===== src/verilog/pwm_pkg.sv =====
package pwm_pkg;

  ////////////////////////////////////////////////////////////////////////////
  // Waveform modes and output actions
  localparam logic [1:0] MODE_NORMAL = 2'h0;
  localparam logic [1:0] MODE_PHASE  = 2'h1;
  localparam logic [1:0] MODE_CTC    = 2'h2;
  localparam logic [1:0] MODE_FAST   = 2'h3;

  localparam logic [1:0] ACT_NONE    = 2'h0;
  localparam logic [1:0] ACT_TOGGLE  = 2'h1;
  localparam logic [1:0] ACT_NONINV  = 2'h2;
  localparam logic [1:0] ACT_INV     = 2'h3;

  ////////////////////////////////////////////////////////////////////////////
  // Counter limits and period lengths in ticks
  localparam logic [7:0] COUNT_MAX         = 8'hFF;
  localparam logic [7:0] COUNT_BOTTOM      = 8'h00;
  localparam int         FAST_PERIOD_TICKS = 256;
  localparam int         PHASE_PERIOD_TICKS = 510;

  ////////////////////////////////////////////////////////////////////////////
  // Register byte offsets
  localparam logic [7:0] OFF_CONTROL = 8'h00;
  localparam logic [7:0] OFF_COMPARE = 8'h04;
  localparam logic [7:0] OFF_COUNT   = 8'h08;
  localparam logic [7:0] OFF_STATUS  = 8'h0C;
  localparam logic [7:0] OFF_ACTIVE  = 8'h10;

  ////////////////////////////////////////////////////////////////////////////
  // Field positions
  localparam int CTL_MODE_LSB = 0;
  localparam int CTL_ACT_LSB  = 2;
  localparam int CTL_DIR_BIT  = 4;
  localparam int CTL_PORT_BIT = 5;
  localparam int STS_OVF_BIT  = 0;
  localparam int STS_CMP_BIT  = 1;

  ////////////////////////////////////////////////////////////////////////////
  // Reset values
  localparam logic [1:0] MODE_RESET    = 2'h0;
  localparam logic [1:0] ACT_RESET     = 2'h0;
  localparam logic [7:0] COMPARE_RESET = 8'h00;
  localparam logic [7:0] COUNT_RESET   = 8'h00;

  ////////////////////////////////////////////////////////////////////////////
  // Bus slave states
  typedef enum logic [3:0] {
    BUS_IDLE    = 4'b0001,
    BUS_WRITE   = 4'b0010,
    BUS_RD_WAIT = 4'b0100,
    BUS_RD_DONE = 4'b1000
  } bus_state_t;

endpackage


===== src/verilog/pwm_counter.sv =====
`timescale 1ns/1ps
module pwm_counter
  import pwm_pkg::*;
(
  input  wire logic       clk,
  input  wire logic       rst,
  input  wire logic       tick,
  input  wire logic [1:0] mode,
  input  wire logic       load,
  input  wire logic [7:0] load_value,
  output logic      [7:0] count_reg,
  output logic            up_reg,
  output logic            overflow_event
);

  logic [7:0] count_next;
  logic       up_next;
  wire        is_max    = (count_reg == COUNT_MAX);
  wire        is_bottom = (count_reg == COUNT_BOTTOM);

  ////////////////////////////////////////////////////////////////////////////
  // Next count
  always_comb begin
    count_next = count_reg;
    up_next    = up_reg;
    if (load) begin
      count_next = load_value;
    end else if (tick) begin
      case (mode)
        MODE_FAST: begin
          count_next = is_max ? COUNT_BOTTOM : count_reg + 8'h01;
        end
        MODE_PHASE: begin
          if (up_reg) begin
            if (is_max) begin
              count_next = count_reg - 8'h01;
              up_next    = 1'b0;
            end else begin
              count_next = count_reg + 8'h01;
            end
          end else if (is_bottom) begin
            count_next = count_reg + 8'h01;
            up_next    = 1'b1;
          end else begin
            count_next = count_reg - 8'h01;
          end
        end
        default: begin
          count_next = count_reg;
        end
      endcase
    end
  end

  assign overflow_event = tick && !load &&
                          (((mode == MODE_FAST) && (count_next == COUNT_MAX) && !is_max) ||
                           ((mode == MODE_PHASE) && (count_next == COUNT_BOTTOM) && !is_bottom));

  always_ff @(posedge clk) begin
    if (rst) begin
      count_reg <= COUNT_RESET;
      up_reg    <= 1'b1;
    end else begin
      count_reg <= count_next;
      up_reg    <= up_next;
    end
  end

endmodule


===== src/verilog/pwm_waveform.sv =====
`timescale 1ns/1ps
module pwm_waveform
  import pwm_pkg::*;
(
  input  wire logic       clk,
  input  wire logic       rst,
  input  wire logic       tick,
  input  wire logic [1:0] mode,
  input  wire logic [1:0] action,
  input  wire logic [7:0] count,
  input  wire logic       up,
  input  wire logic [7:0] compare,
  output logic            level_reg
);

  // Level left by a match on the rising side (up) or falling side
  function automatic logic match_level(input logic [1:0] act, input logic up_side);
    match_level = up_side ? (act == ACT_INV) : (act != ACT_INV);
  endfunction

  wire  is_max    = (count == COUNT_MAX);
  wire  is_bottom = (count == COUNT_BOTTOM);
  wire  match     = (count == compare);
  wire  pwm_act   = action[1];
  logic level_next;

  always_comb begin
    level_next = level_reg;
    if (tick) begin
      case (mode)
        MODE_FAST: begin
          if (pwm_act && is_max) begin
            level_next = match_level(action, 1'b0);
          end else if (pwm_act && match) begin
            level_next = match_level(action, 1'b1);
          end else if ((action == ACT_TOGGLE) && match) begin
            level_next = ~level_reg;
          end
        end
        MODE_PHASE: begin
          if (pwm_act && is_max) begin
            level_next = match_level(action, compare != COUNT_MAX);
          end else if (pwm_act && match) begin
            level_next = match_level(action, up || is_bottom);
          end
        end
        default: begin
          level_next = level_reg;
        end
      endcase
    end
  end

  always_ff @(posedge clk) begin
    if (rst) begin
      level_reg <= 1'b0;
    end else begin
      level_reg <= level_next;
    end
  end

endmodule


===== src/verilog/pwm_timer.sv =====
`timescale 1ns/1ps
module pwm_timer
  import pwm_pkg::*;
(
  input  wire logic        CLOCK,
  input  wire logic        RST,
  input  wire logic        TICK,
  input  wire logic        HSEL,
  input  wire logic [31:0] HADDR,
  input  wire logic [1:0]  HTRANS,
  input  wire logic        HWRITE,
  input  wire logic [2:0]  HSIZE,
  input  wire logic [31:0] HWDATA,
  input  wire logic        HREADY,
  output logic      [31:0] HRDATA,
  output logic             HREADYOUT,
  output logic             HRESP,
  output logic             PIN_OUT,
  output logic             PIN_OE,
  output logic             COMPARE_OUTPUT,
  output logic             OVERFLOW_FLAG,
  output logic             COMPARE_MATCH_FLAG
);

  import pwm_pkg::*;

  // Register selected by a latched byte address
  function automatic logic reg_hit(input logic [7:0] addr, input logic [7:0] offset);
    reg_hit = (addr == offset);
  endfunction

  ////////////////////////////////////////////////////////////////////////////
  // Bus slave state
  bus_state_t state_reg;
  bus_state_t state_next;
  logic [7:0]  addr_reg;
  logic        addr_ok_reg;
  logic [31:0] hrdata_reg;
  logic [31:0] read_mux;

  wire accept = HSEL && HREADY && HTRANS[1];
  wire addr_ok = (HADDR[31:8] == 24'h000000) && (HADDR[1:0] == 2'h0);

  always_comb begin
    state_next = state_reg;
    case (state_reg)
      BUS_IDLE, BUS_WRITE, BUS_RD_DONE: begin
        if (accept) begin
          state_next = HWRITE ? BUS_WRITE : BUS_RD_WAIT;
        end else begin
          state_next = BUS_IDLE;
        end
      end
      BUS_RD_WAIT: begin
        state_next = BUS_RD_DONE;
      end
      default: begin
        state_next = BUS_IDLE;
      end
    endcase
  end

  always_ff @(posedge CLOCK) begin
    if (RST) begin
      state_reg <= BUS_IDLE;
    end else begin
      state_reg <= state_next;
    end
  end

  always_ff @(posedge CLOCK) begin
    if (RST) begin
      addr_reg    <= 8'h00;
      addr_ok_reg <= 1'b0;
    end else if (accept && (state_reg != BUS_RD_WAIT)) begin
      addr_reg    <= HADDR[7:0];
      addr_ok_reg <= addr_ok;
    end
  end

  assign HREADYOUT = (state_reg != BUS_RD_WAIT);
  assign HRESP     = 1'b0;
  assign HRDATA    = hrdata_reg;

  ////////////////////////////////////////////////////////////////////////////
  // Register decode
  wire wr_phase  = (state_reg == BUS_WRITE) && addr_ok_reg;
  wire wr_ctl    = wr_phase && reg_hit(addr_reg, OFF_CONTROL);
  wire wr_cmp    = wr_phase && reg_hit(addr_reg, OFF_COMPARE);
  wire wr_cnt    = wr_phase && reg_hit(addr_reg, OFF_COUNT);
  wire wr_sts    = wr_phase && reg_hit(addr_reg, OFF_STATUS);

  ////////////////////////////////////////////////////////////////////////////
  // Control register
  logic [1:0] mode_reg;
  logic [1:0] action_reg;
  logic       pin_dir_reg;
  logic       port_data_reg;

  always_ff @(posedge CLOCK) begin
    if (RST) begin
      mode_reg      <= MODE_RESET;
      action_reg    <= ACT_RESET;
      pin_dir_reg   <= 1'b0;
      port_data_reg <= 1'b0;
    end else if (wr_ctl) begin
      mode_reg      <= HWDATA[CTL_MODE_LSB +: 2];
      action_reg    <= HWDATA[CTL_ACT_LSB +: 2];
      pin_dir_reg   <= HWDATA[CTL_DIR_BIT];
      port_data_reg <= HWDATA[CTL_PORT_BIT];
    end
  end

  wire pwm_mode = (mode_reg == MODE_FAST) || (mode_reg == MODE_PHASE);

  ////////////////////////////////////////////////////////////////////////////
  // Counter
  logic [7:0] count_value;
  logic       count_up;
  logic       overflow_event;

  pwm_counter u_counter (
    .clk            (CLOCK),
    .rst            (RST),
    .tick           (TICK),
    .mode           (mode_reg),
    .load           (wr_cnt),
    .load_value     (HWDATA[7:0]),
    .count_reg      (count_value),
    .up_reg         (count_up),
    .overflow_event (overflow_event)
  );

  ////////////////////////////////////////////////////////////////////////////
  // Compare value, double buffered in PWM modes
  logic [7:0] compare_buffer_reg;
  logic [7:0] compare_active_reg;

  wire        load_now    = TICK && pwm_mode && (count_value == COUNT_MAX);
  wire  [7:0] compare_eff = load_now ? compare_buffer_reg : compare_active_reg;

  always_ff @(posedge CLOCK) begin
    if (RST) begin
      compare_buffer_reg <= COMPARE_RESET;
    end else if (wr_cmp) begin
      compare_buffer_reg <= HWDATA[7:0];
    end
  end

  always_ff @(posedge CLOCK) begin
    if (RST) begin
      compare_active_reg <= COMPARE_RESET;
    end else if (!pwm_mode || load_now) begin
      compare_active_reg <= compare_buffer_reg;
    end
  end

  ////////////////////////////////////////////////////////////////////////////
  // Waveform generation
  logic compare_level;

  pwm_waveform u_waveform (
    .clk       (CLOCK),
    .rst       (RST),
    .tick      (TICK),
    .mode      (mode_reg),
    .action    (action_reg),
    .count     (count_value),
    .up        (count_up),
    .compare   (compare_eff),
    .level_reg (compare_level)
  );

  ////////////////////////////////////////////////////////////////////////////
  // Status flags, set wins over clear
  logic overflow_flag_reg;
  logic compare_match_flag_reg;

  wire match_event = TICK && pwm_mode && !wr_cnt && (count_value == compare_eff);
  wire clr_ovf     = wr_sts && HWDATA[STS_OVF_BIT];
  wire clr_cmp     = wr_sts && HWDATA[STS_CMP_BIT];

  always_ff @(posedge CLOCK) begin
    if (RST) begin
      overflow_flag_reg      <= 1'b0;
      compare_match_flag_reg <= 1'b0;
    end else begin
      overflow_flag_reg      <= overflow_event || (overflow_flag_reg && !clr_ovf);
      compare_match_flag_reg <= match_event || (compare_match_flag_reg && !clr_cmp);
    end
  end

  ////////////////////////////////////////////////////////////////////////////
  // Pin drive
  logic pin_out_reg;
  logic pin_oe_reg;

  wire override = |action_reg;
  wire pin_next = override ? compare_level : port_data_reg;

  always_ff @(posedge CLOCK) begin
    if (RST) begin
      pin_out_reg <= 1'b0;
      pin_oe_reg  <= 1'b0;
    end else begin
      pin_out_reg <= pin_next && pin_dir_reg;
      pin_oe_reg  <= pin_dir_reg;
    end
  end

  assign PIN_OUT            = pin_out_reg;
  assign PIN_OE             = pin_oe_reg;
  assign COMPARE_OUTPUT     = compare_level;
  assign OVERFLOW_FLAG      = overflow_flag_reg;
  assign COMPARE_MATCH_FLAG = compare_match_flag_reg;

  ////////////////////////////////////////////////////////////////////////////
  // Read data
  always_comb begin
    read_mux = 32'h00000000;
    if (addr_ok_reg) begin
      case (addr_reg)
        OFF_CONTROL: begin
          read_mux[CTL_MODE_LSB +: 2] = mode_reg;
          read_mux[CTL_ACT_LSB +: 2]  = action_reg;
          read_mux[CTL_DIR_BIT]       = pin_dir_reg;
          read_mux[CTL_PORT_BIT]      = port_data_reg;
        end
        OFF_COMPARE: begin
          read_mux[7:0] = compare_buffer_reg;
        end
        OFF_COUNT: begin
          read_mux[7:0] = count_value;
        end
        OFF_STATUS: begin
          read_mux[STS_OVF_BIT] = overflow_flag_reg;
          read_mux[STS_CMP_BIT] = compare_match_flag_reg;
        end
        OFF_ACTIVE: begin
          read_mux[7:0] = compare_active_reg;
        end
        default: begin
          read_mux = 32'h00000000;
        end
      endcase
    end
  end

  always_ff @(posedge CLOCK) begin
    if (RST) begin
      hrdata_reg <= 32'h00000000;
    end else if (state_reg == BUS_RD_WAIT) begin
      hrdata_reg <= read_mux;
    end
  end

endmodule


===== config.mk =====
export PLATFORM = sky130hd
export DESIGN_NAME = pwm_timer
export DESIGN_NICKNAME = d
export VERILOG_FILES = /design/src/verilog/pwm_pkg.sv /design/src/verilog/pwm_counter.sv /design/src/verilog/pwm_waveform.sv /design/src/verilog/pwm_timer.sv
export SDC_FILE = /design/constraint.sdc
export NUM_CORES = 1
export LEC_CHECK = 0
export BUFFER_PORTS_ARGS = -buffer_cell sky130_fd_sc_hd__buf_2
export CAP_MARGIN = 10
export CORE_ASPECT_RATIO = 1.2
export CORE_MARGIN = 2
export CORE_UTILIZATION = 56
export DETAILED_ROUTE_END_ITERATION = 16
export MAX_ROUTING_LAYER = met4
export PLACE_DENSITY = 0.86
export SYNTH_ARGS = -nofsm -noshare
export SYNTH_HDL_FRONTEND = slang
export SYNTH_SLANG_ARGS = --single-unit

===== constraint.sdc =====
create_clock -name CLOCK -period 7.6 [get_ports CLOCK]
set_clock_uncertainty 0.2 [all_clocks]
set_input_delay 0.76 -clock CLOCK [delete_from_list [all_inputs] [get_ports CLOCK]]
set_output_delay 0.76 -clock CLOCK [all_outputs]
set_load 0.02 [all_outputs]

== Yosys cells after proc, flatten, opt, wreduce, memory -nomap -nowiden ==
Index checks and enable logic that the tools add are counted.

* Equal/unequal tests: 20
* Add/sub/neg operators: 2
* Multiplexer cells: 27
* Bitwise operators: 2
* Reductions and logical operators: 49

{| class="wikitable"
|+ Operators by type and width
! cell !! count
|-
| $mux W8 || 8
|-
| $logic_and A1 B1 Y1 || 27
|-
| $logic_not A24 Y1 || 1
|-
| $logic_not A8 Y1 || 3
|-
| $eq A8 B4 Y1 const B || 2
|-
| $eq A8 B8 Y1 const B || 2
|-
| $pmux W4 S4 || 1
|-
| $pmux W8 S2 || 1
|-
| $mux W1 || 11
|-
| $pmux W2 S5 || 1
|-
| $add A8 B1 Y8 const B || 1
|-
| $eq A8 B3 Y1 const B || 1
|-
| $eq A8 B5 Y1 const B || 1
|-
| $eq A8 B8 Y1 || 1
|-
| $ne A8 B8 Y1 const B || 1
|-
| $pmux W4 S2 || 1
|-
| $sub A8 B1 Y8 const B || 1
|-
| $logic_not A1 Y1 || 6
|-
| $logic_or A1 B1 Y1 || 6
|-
| $mux W3 || 2
|-
| $pmux W2 S3 || 1
|-
| $eq A2 B1 Y1 const B || 2
|-
| $eq A2 B2 Y1 const B || 2
|-
| $eq A4 B1 Y1 const B || 1
|-
| 15 further kinds || 16
|}

* Register bits: 81
* Bits of input ports: 75
* Word-level logic and storage cells: 117

== Depth between registers and ports, before layout ==
* Depth in word-level cells: 12
* Depth in mapped cells: 11

== Hierarchy ==
From an unflattened synthesis, not the netlist that was laid out.

* Cell total of the unflattened synthesis: 481
* Area total of the unflattened synthesis: 3950.0 um^2

{| class="wikitable"
|+ Modules (own cells, without submodules)
! module !! cells an instance !! area each (um^2) !! times used
|-
| pwm_timer || 294 || 2549.9 || 1
|-
| pwm_counter || 149 || 1103.6 || 1
|-
| pwm_waveform || 38 || 296.5 || 1
|}

== Least setup slack after synthesis ==
Ideal clock, no wire load.

* Kind: reg-to-reg
* Start: register u_counter.count_reg[0]
* End: register overflow_flag_reg (netlist: OVERFLOW_FLAG)
* Library setup time: 0.059 ns
* Slack: 4.676 ns
* Stages on the path, launching flop included: 12
* Data required time: 7.341 ns
* Arrival: 2.665 ns
* Path through: dfxtp_1 clkbuf_1 inv_1 ha_1 or3b_2 or3_1 a32o_2 mux2i_4 o21ai_1 or3_1 nor3b_2 a31o_1

* Cells in the longest elaborated chain, start to end: 12

{| class="wikitable"
|+ Ends and longest elaborated chain
! element !! line !! text
|-
| from (decl) || pwm_counter.sv:11 || <nowiki>output logic [7:0] count_reg,</nowiki>
|-
| from (signal assigned) || pwm_counter.sv:64 || <nowiki>count_reg <= count_next;</nowiki>
|-
| $sub A8 B1 Y8 (tied with other cells) || pwm_counter.sv:36, pwm_counter.sv:45 ||
|-
| $mux W8, on equally long branches || pwm_counter.sv:41, pwm_counter.sv:35 ||
|-
| $mux W8 || pwm_counter.sv:34 || <nowiki>if (up_reg) begin</nowiki>
|-
| $pmux W8 S2 || pwm_counter.sv:29 || <nowiki>case (mode)</nowiki>
|-
| $mux W8 || pwm_counter.sv:28 || <nowiki>end else if (tick) begin</nowiki>
|-
| $mux W8 || pwm_counter.sv:26 || <nowiki>if (load) begin</nowiki>
|-
| $eq A8 B8 Y1 or $logic_not A8 Y1 (tied branches) || pwm_counter.sv:56, pwm_counter.sv:57 ||
|-
| $logic_and A1 B1 Y1, on equally long branches (2 in series) || pwm_counter.sv:56, pwm_counter.sv:57 ||
|-
| $logic_or A1 B1 Y1 (*) || pwm_counter.sv:56 || <nowiki>(((mode == MODE_FAST) && (count_next == COUNT_MAX) && !is_max) ||</nowiki>
|-
| $logic_and A1 B1 Y1 (*) || pwm_counter.sv:55 || <nowiki>assign overflow_event = tick && !load &&</nowiki>
|-
| $logic_or A1 B1 Y1 (*) || pwm_timer.sv:188 || <nowiki>overflow_flag_reg <= overflow_event || (overflow_flag_reg && !clr_ovf);</nowiki>
|-
| to (signal assigned) || pwm_timer.sv:188 ||
|-
| to (decl) || pwm_timer.sv:176 || <nowiki>logic overflow_flag_reg;</nowiki>
|}

Mark *: on every way between the ends. The rest lies on a longest branch, timed or not.
A chain may end at the register's enable or synchronous reset.

== Final worst setup path ==
* Start: register u_counter.count_reg[0]
* End: register u_waveform.level_reg

* Cells in the longest elaborated chain, start to end: 8

{| class="wikitable"
|+ Ends and longest elaborated chain
! element !! line !! text
|-
| $eq A8 B8 Y1 || pwm_waveform.sv:21, pwm_timer.sv:139 ||
|-
| $logic_and A1 B1 Y1 || pwm_timer.sv:139 || <nowiki>wire load_now = TICK && pwm_mode && (count_value == COUNT_MAX);</nowiki>
|-
| $mux W8 || pwm_timer.sv:140 || <nowiki>wire [7:0] compare_eff = load_now ? compare_buffer_reg : compare_active_reg;</nowiki>
|-
| $eq A8 B8 Y1 || pwm_waveform.sv:23 || <nowiki>wire match = (count == compare);</nowiki>
|-
| $logic_and A1 B1 Y1 || pwm_waveform.sv:34, pwm_waveform.sv:43 ||
|-
| $mux W1 || pwm_waveform.sv:34 || <nowiki>end else if (pwm_act && match) begin</nowiki>
|-
| $mux W1 || pwm_waveform.sv:32 || <nowiki>if (pwm_act && is_max) begin</nowiki>
|-
| $pmux W1 S2 || pwm_waveform.sv:30 || <nowiki>case (mode)</nowiki>
|-
| to (signal assigned) || pwm_waveform.sv:58 || <nowiki>level_reg <= level_next;</nowiki>
|-
| to (decl) || pwm_waveform.sv:13 || <nowiki>output logic level_reg</nowiki>
|}

Several ways; a longest one is shown, not always the timed one. The select of a mux whose other input is x is not followed.

==> run metrics <==
CTS tree=done; RSZ-0062 raised after global routing=no; Crit Path Class=flip-flop to flip-flop; buffer and inverter count on the worst path=0; die span in x=79.2 um; 1st-iter DRT viols=around 290; Residual DRC=0; multi-input logic area=0.00239 mm2; fin crit share=0.468; max cap viols=0; VDD IR max=roughly 120 uV; Switching Fraction=0.258; crit path setup slack, layout=just over 4 ns; DP HPWL=around 7600 um; commonest cells after routing, fill and taps aside=nor2_1, buf_2, dfxtp_1, mux2i_1, conb_1; Worst Path Required=between 7 and 8 ns; CP endpoint kind=flip-flop; FMAX=roughly 0.28 GHz; H-tree depth=3; Post-CTS Hold Buffers=0; sequential share of the synthesized area=0.300; ANT nets after route=0; grt ovf=0; RePlAce Congestion=around 1; Cell Pwr Density=143 mW/mm2; Final Setup Violations=0; GRT Total Usage=0.286; Pins Over Slew Limit=0; Leak=0.00160 uW; CTS buffer count=9; Post-Syn Area per Cell=approximately 8.0 um2; Slowest Stage Delay on Critical Path=~0.64 ns; CP Launch Type=flip-flop; commonest non-fill, non-tap cell in the layout=nor2_1; FF+latch area=about 0.0011 mm2; worst-path fanout max=11; Post-synth top flop=dfxtp_1; Root Buffer=clkbuf_8; Core Box Area=around 0.0065 mm2; port bufs=60; Routed WL per cell=17.0 um; worst path cell trace=ha_1, nand4_1, nor3_1, mux2i_1, xnor2_1, nor3_2, mux2i_1, a22o_1, o22ai_1; global-route wire length before repair=16100 um; worst slack, placed=roughly 4.1 ns; PostCTS Resize Cnt=0; Critical-path top delay cell=dfxtp_1; Hold Fails Final Rpt=0; Cell Area, Synth=~0.0038 mm2; fin nets=a little under 600; routed vias=approximately 3.6k; fillers=about 580; Crit path max-delay family=simple AND/OR/NAND/NOR gates; die area=around 0.0075 mm2; most frequent CP cell=mux2i_1; clk buf depth=2; Worst Tran Pin Value=just over 0.9 ns; Seq pwr share=0.512; area grow syn2layout=9.12%; Rows=32; worst endpoint data arrival time=3.57 ns; CTS Sinks=57; Yosys warnings=0; minimum clock period=about 3.6 ns; n_diodes=0; initial antenna violation count=0; clock group share of total power=0.410; ratio of cells with drive above 1 in the final layout=0.184; initial core utilization=0.586; Die Span Y=approximately 94 um; Clk Latency, worst-skew pair=between 0.3 and 0.4 ns; Worst-path clk slew=around 0.07 ns; number of synthesized flops with an enable pin=0; Combinational Power Share=0.077; TNS Setup=0 ns; Ports=~110; drt via density=approximately 6.1; Seq cells post-synth=57; hold crit path type=flip-flop to flip-flop; largest net degree at the start of global routing=59; drt pass-1 iters=5; Yosys cell types=69; Synth Instances=about 470; ys async rst share=0; vias in the first global route=3227; status=completed; # Post-CTS Setup Buffers=0; Relative slew margins=0.378; Internal=approximately 440 uW; sw power=between 150 and 200 uW; total length of routed wires=about 10000 um
-- worst reg2reg max path, cell delays in order (launching register included) --
cell	delay (ns)
dfxtp_1	0.64
ha_1	0.41
nand4_1	0.22
nor3_1	0.63
mux2i_1	0.45
xnor2_1	0.13
nor3_2	0.32
mux2i_1	0.22
a22o_1	0.15
o22ai_1	0.06
-- path summary, 6_finish.rpt --
check                                     from  cells after the start  slack [ns]                                 to
max reg2reg  u_counter.count_reg[0]$_SDFF_PP0_                      9        4.05  u_waveform.level_reg$_SDFFE_PP0P_
min reg2reg             HRDATA[7]$_SDFFE_PP0N_                      2        0.30             HRDATA[7]$_SDFFE_PP0N_
max          u_counter.count_reg[0]$_SDFF_PP0_                      9        4.05  u_waveform.level_reg$_SDFFE_PP0P_
min                     HRDATA[7]$_SDFFE_PP0N_                      2        0.30             HRDATA[7]$_SDFFE_PP0N_
-- routing by layer --
layer	track usage	vias up	routed length [um]
li1	-	1765	-
met4	0.114	0	212
met5	-	-	0
met2	0.472	146	4960
met1	0.350	1716	4300
met3	0.0462	18	783
-- synth_stat cells, types with 3 or more instances --
cell type	n	area, um2
ha_1	3	37.5
o21ai_0	20	100
nor2b_1	10	62.6
mux2i_1	43	430
nor3b_1	3	22.5
o21a_1	3	22.5
buf_4	26	195
and3_1	7	43.8
dfxtp_1	57	1140
nand3b_1	3	22.5
xnor2_1	10	87.6
buf_2	4	20.0
a22oi_1	7	52.6
nand2b_1	4	25.0
nor2_1	77	289
inv_1	7	26.3
a221o_1	5	50.1
nor3_2	3	30.0
a31oi_1	5	31.3
nor4_1	11	68.8
or3_1	4	25.0
nor3_1	7	35.0
o221ai_1	3	26.3
nand3_1	17	85.1
nand2_1	17	63.8
xor2_1	5	43.8
clkbuf_1	23	86.3
or2_2	3	18.8
o211ai_1	4	30.0
a21oi_1	15	75.1
a211o_1	3	26.3
nand4_1	17	106
-- power by group through the flow --
stage,logic (uW),registers [uW],clock network [uW]
2_1_floorplan,38.5,308,0
3_3_place_gp,44.3,309,0
3_5_place_dp,45.2,310,0
4_1_cts,45.4,303,245
5_1_grt,49.5,303,259
6_report,45.7,303,243
-- final cells by class --
type | instances | area share
Multi-Input combinational cell | 377 | 0.577
Sequential cell | 57 | 0.275
Timing Repair Buffer | 61 | 0.0743
Clock buffer | 10 | 0.0332
Tap cell | 85 | 0.0257
Clock inverter | 5 | 0.00785
Inverter | 7 | 0.00634
-- stage by stage --
| stage | cells | hold WS [ns] | utilization | cell area (um2) | total power [uW] |
|---|---|---|---|---|---|
| 2_1_floorplan | 497 | 0.253 | - | 3890 | 347 |
| 3_3_place_gp | 587 | 0.267 | 0.613 | 3980 | 354 |
| 3_5_place_dp | 587 | 0.293 | 0.613 | 3980 | 355 |
| 4_1_cts | 602 | 0.309 | 0.639 | 4150 | 593 |
| 5_1_grt | 602 | 0.323 | 0.639 | 4150 | 611 |
| 6_report | 602 | 0.299 | 0.639 | 4150 | 591 |
-- kinds of logic (layout without fill, tap and decap cells) --
kind of cell             Yosys count  in the layout  share of synthesized area
other                              1             25                   0.000987
buffers and inverters             63             83                     0.0932
AO/OA/AOI/OAI                     92             92                      0.170
multiplexers                      44             44                      0.119
adder cells (fa/ha/maj)            3              3                    0.00988
flip-flops                        57             57                      0.300
AND/OR/NAND/NOR                  198            198                      0.271
XOR/XNOR                          15             15                     0.0346
No activity file was read; power rests on OpenSTA's default activity.
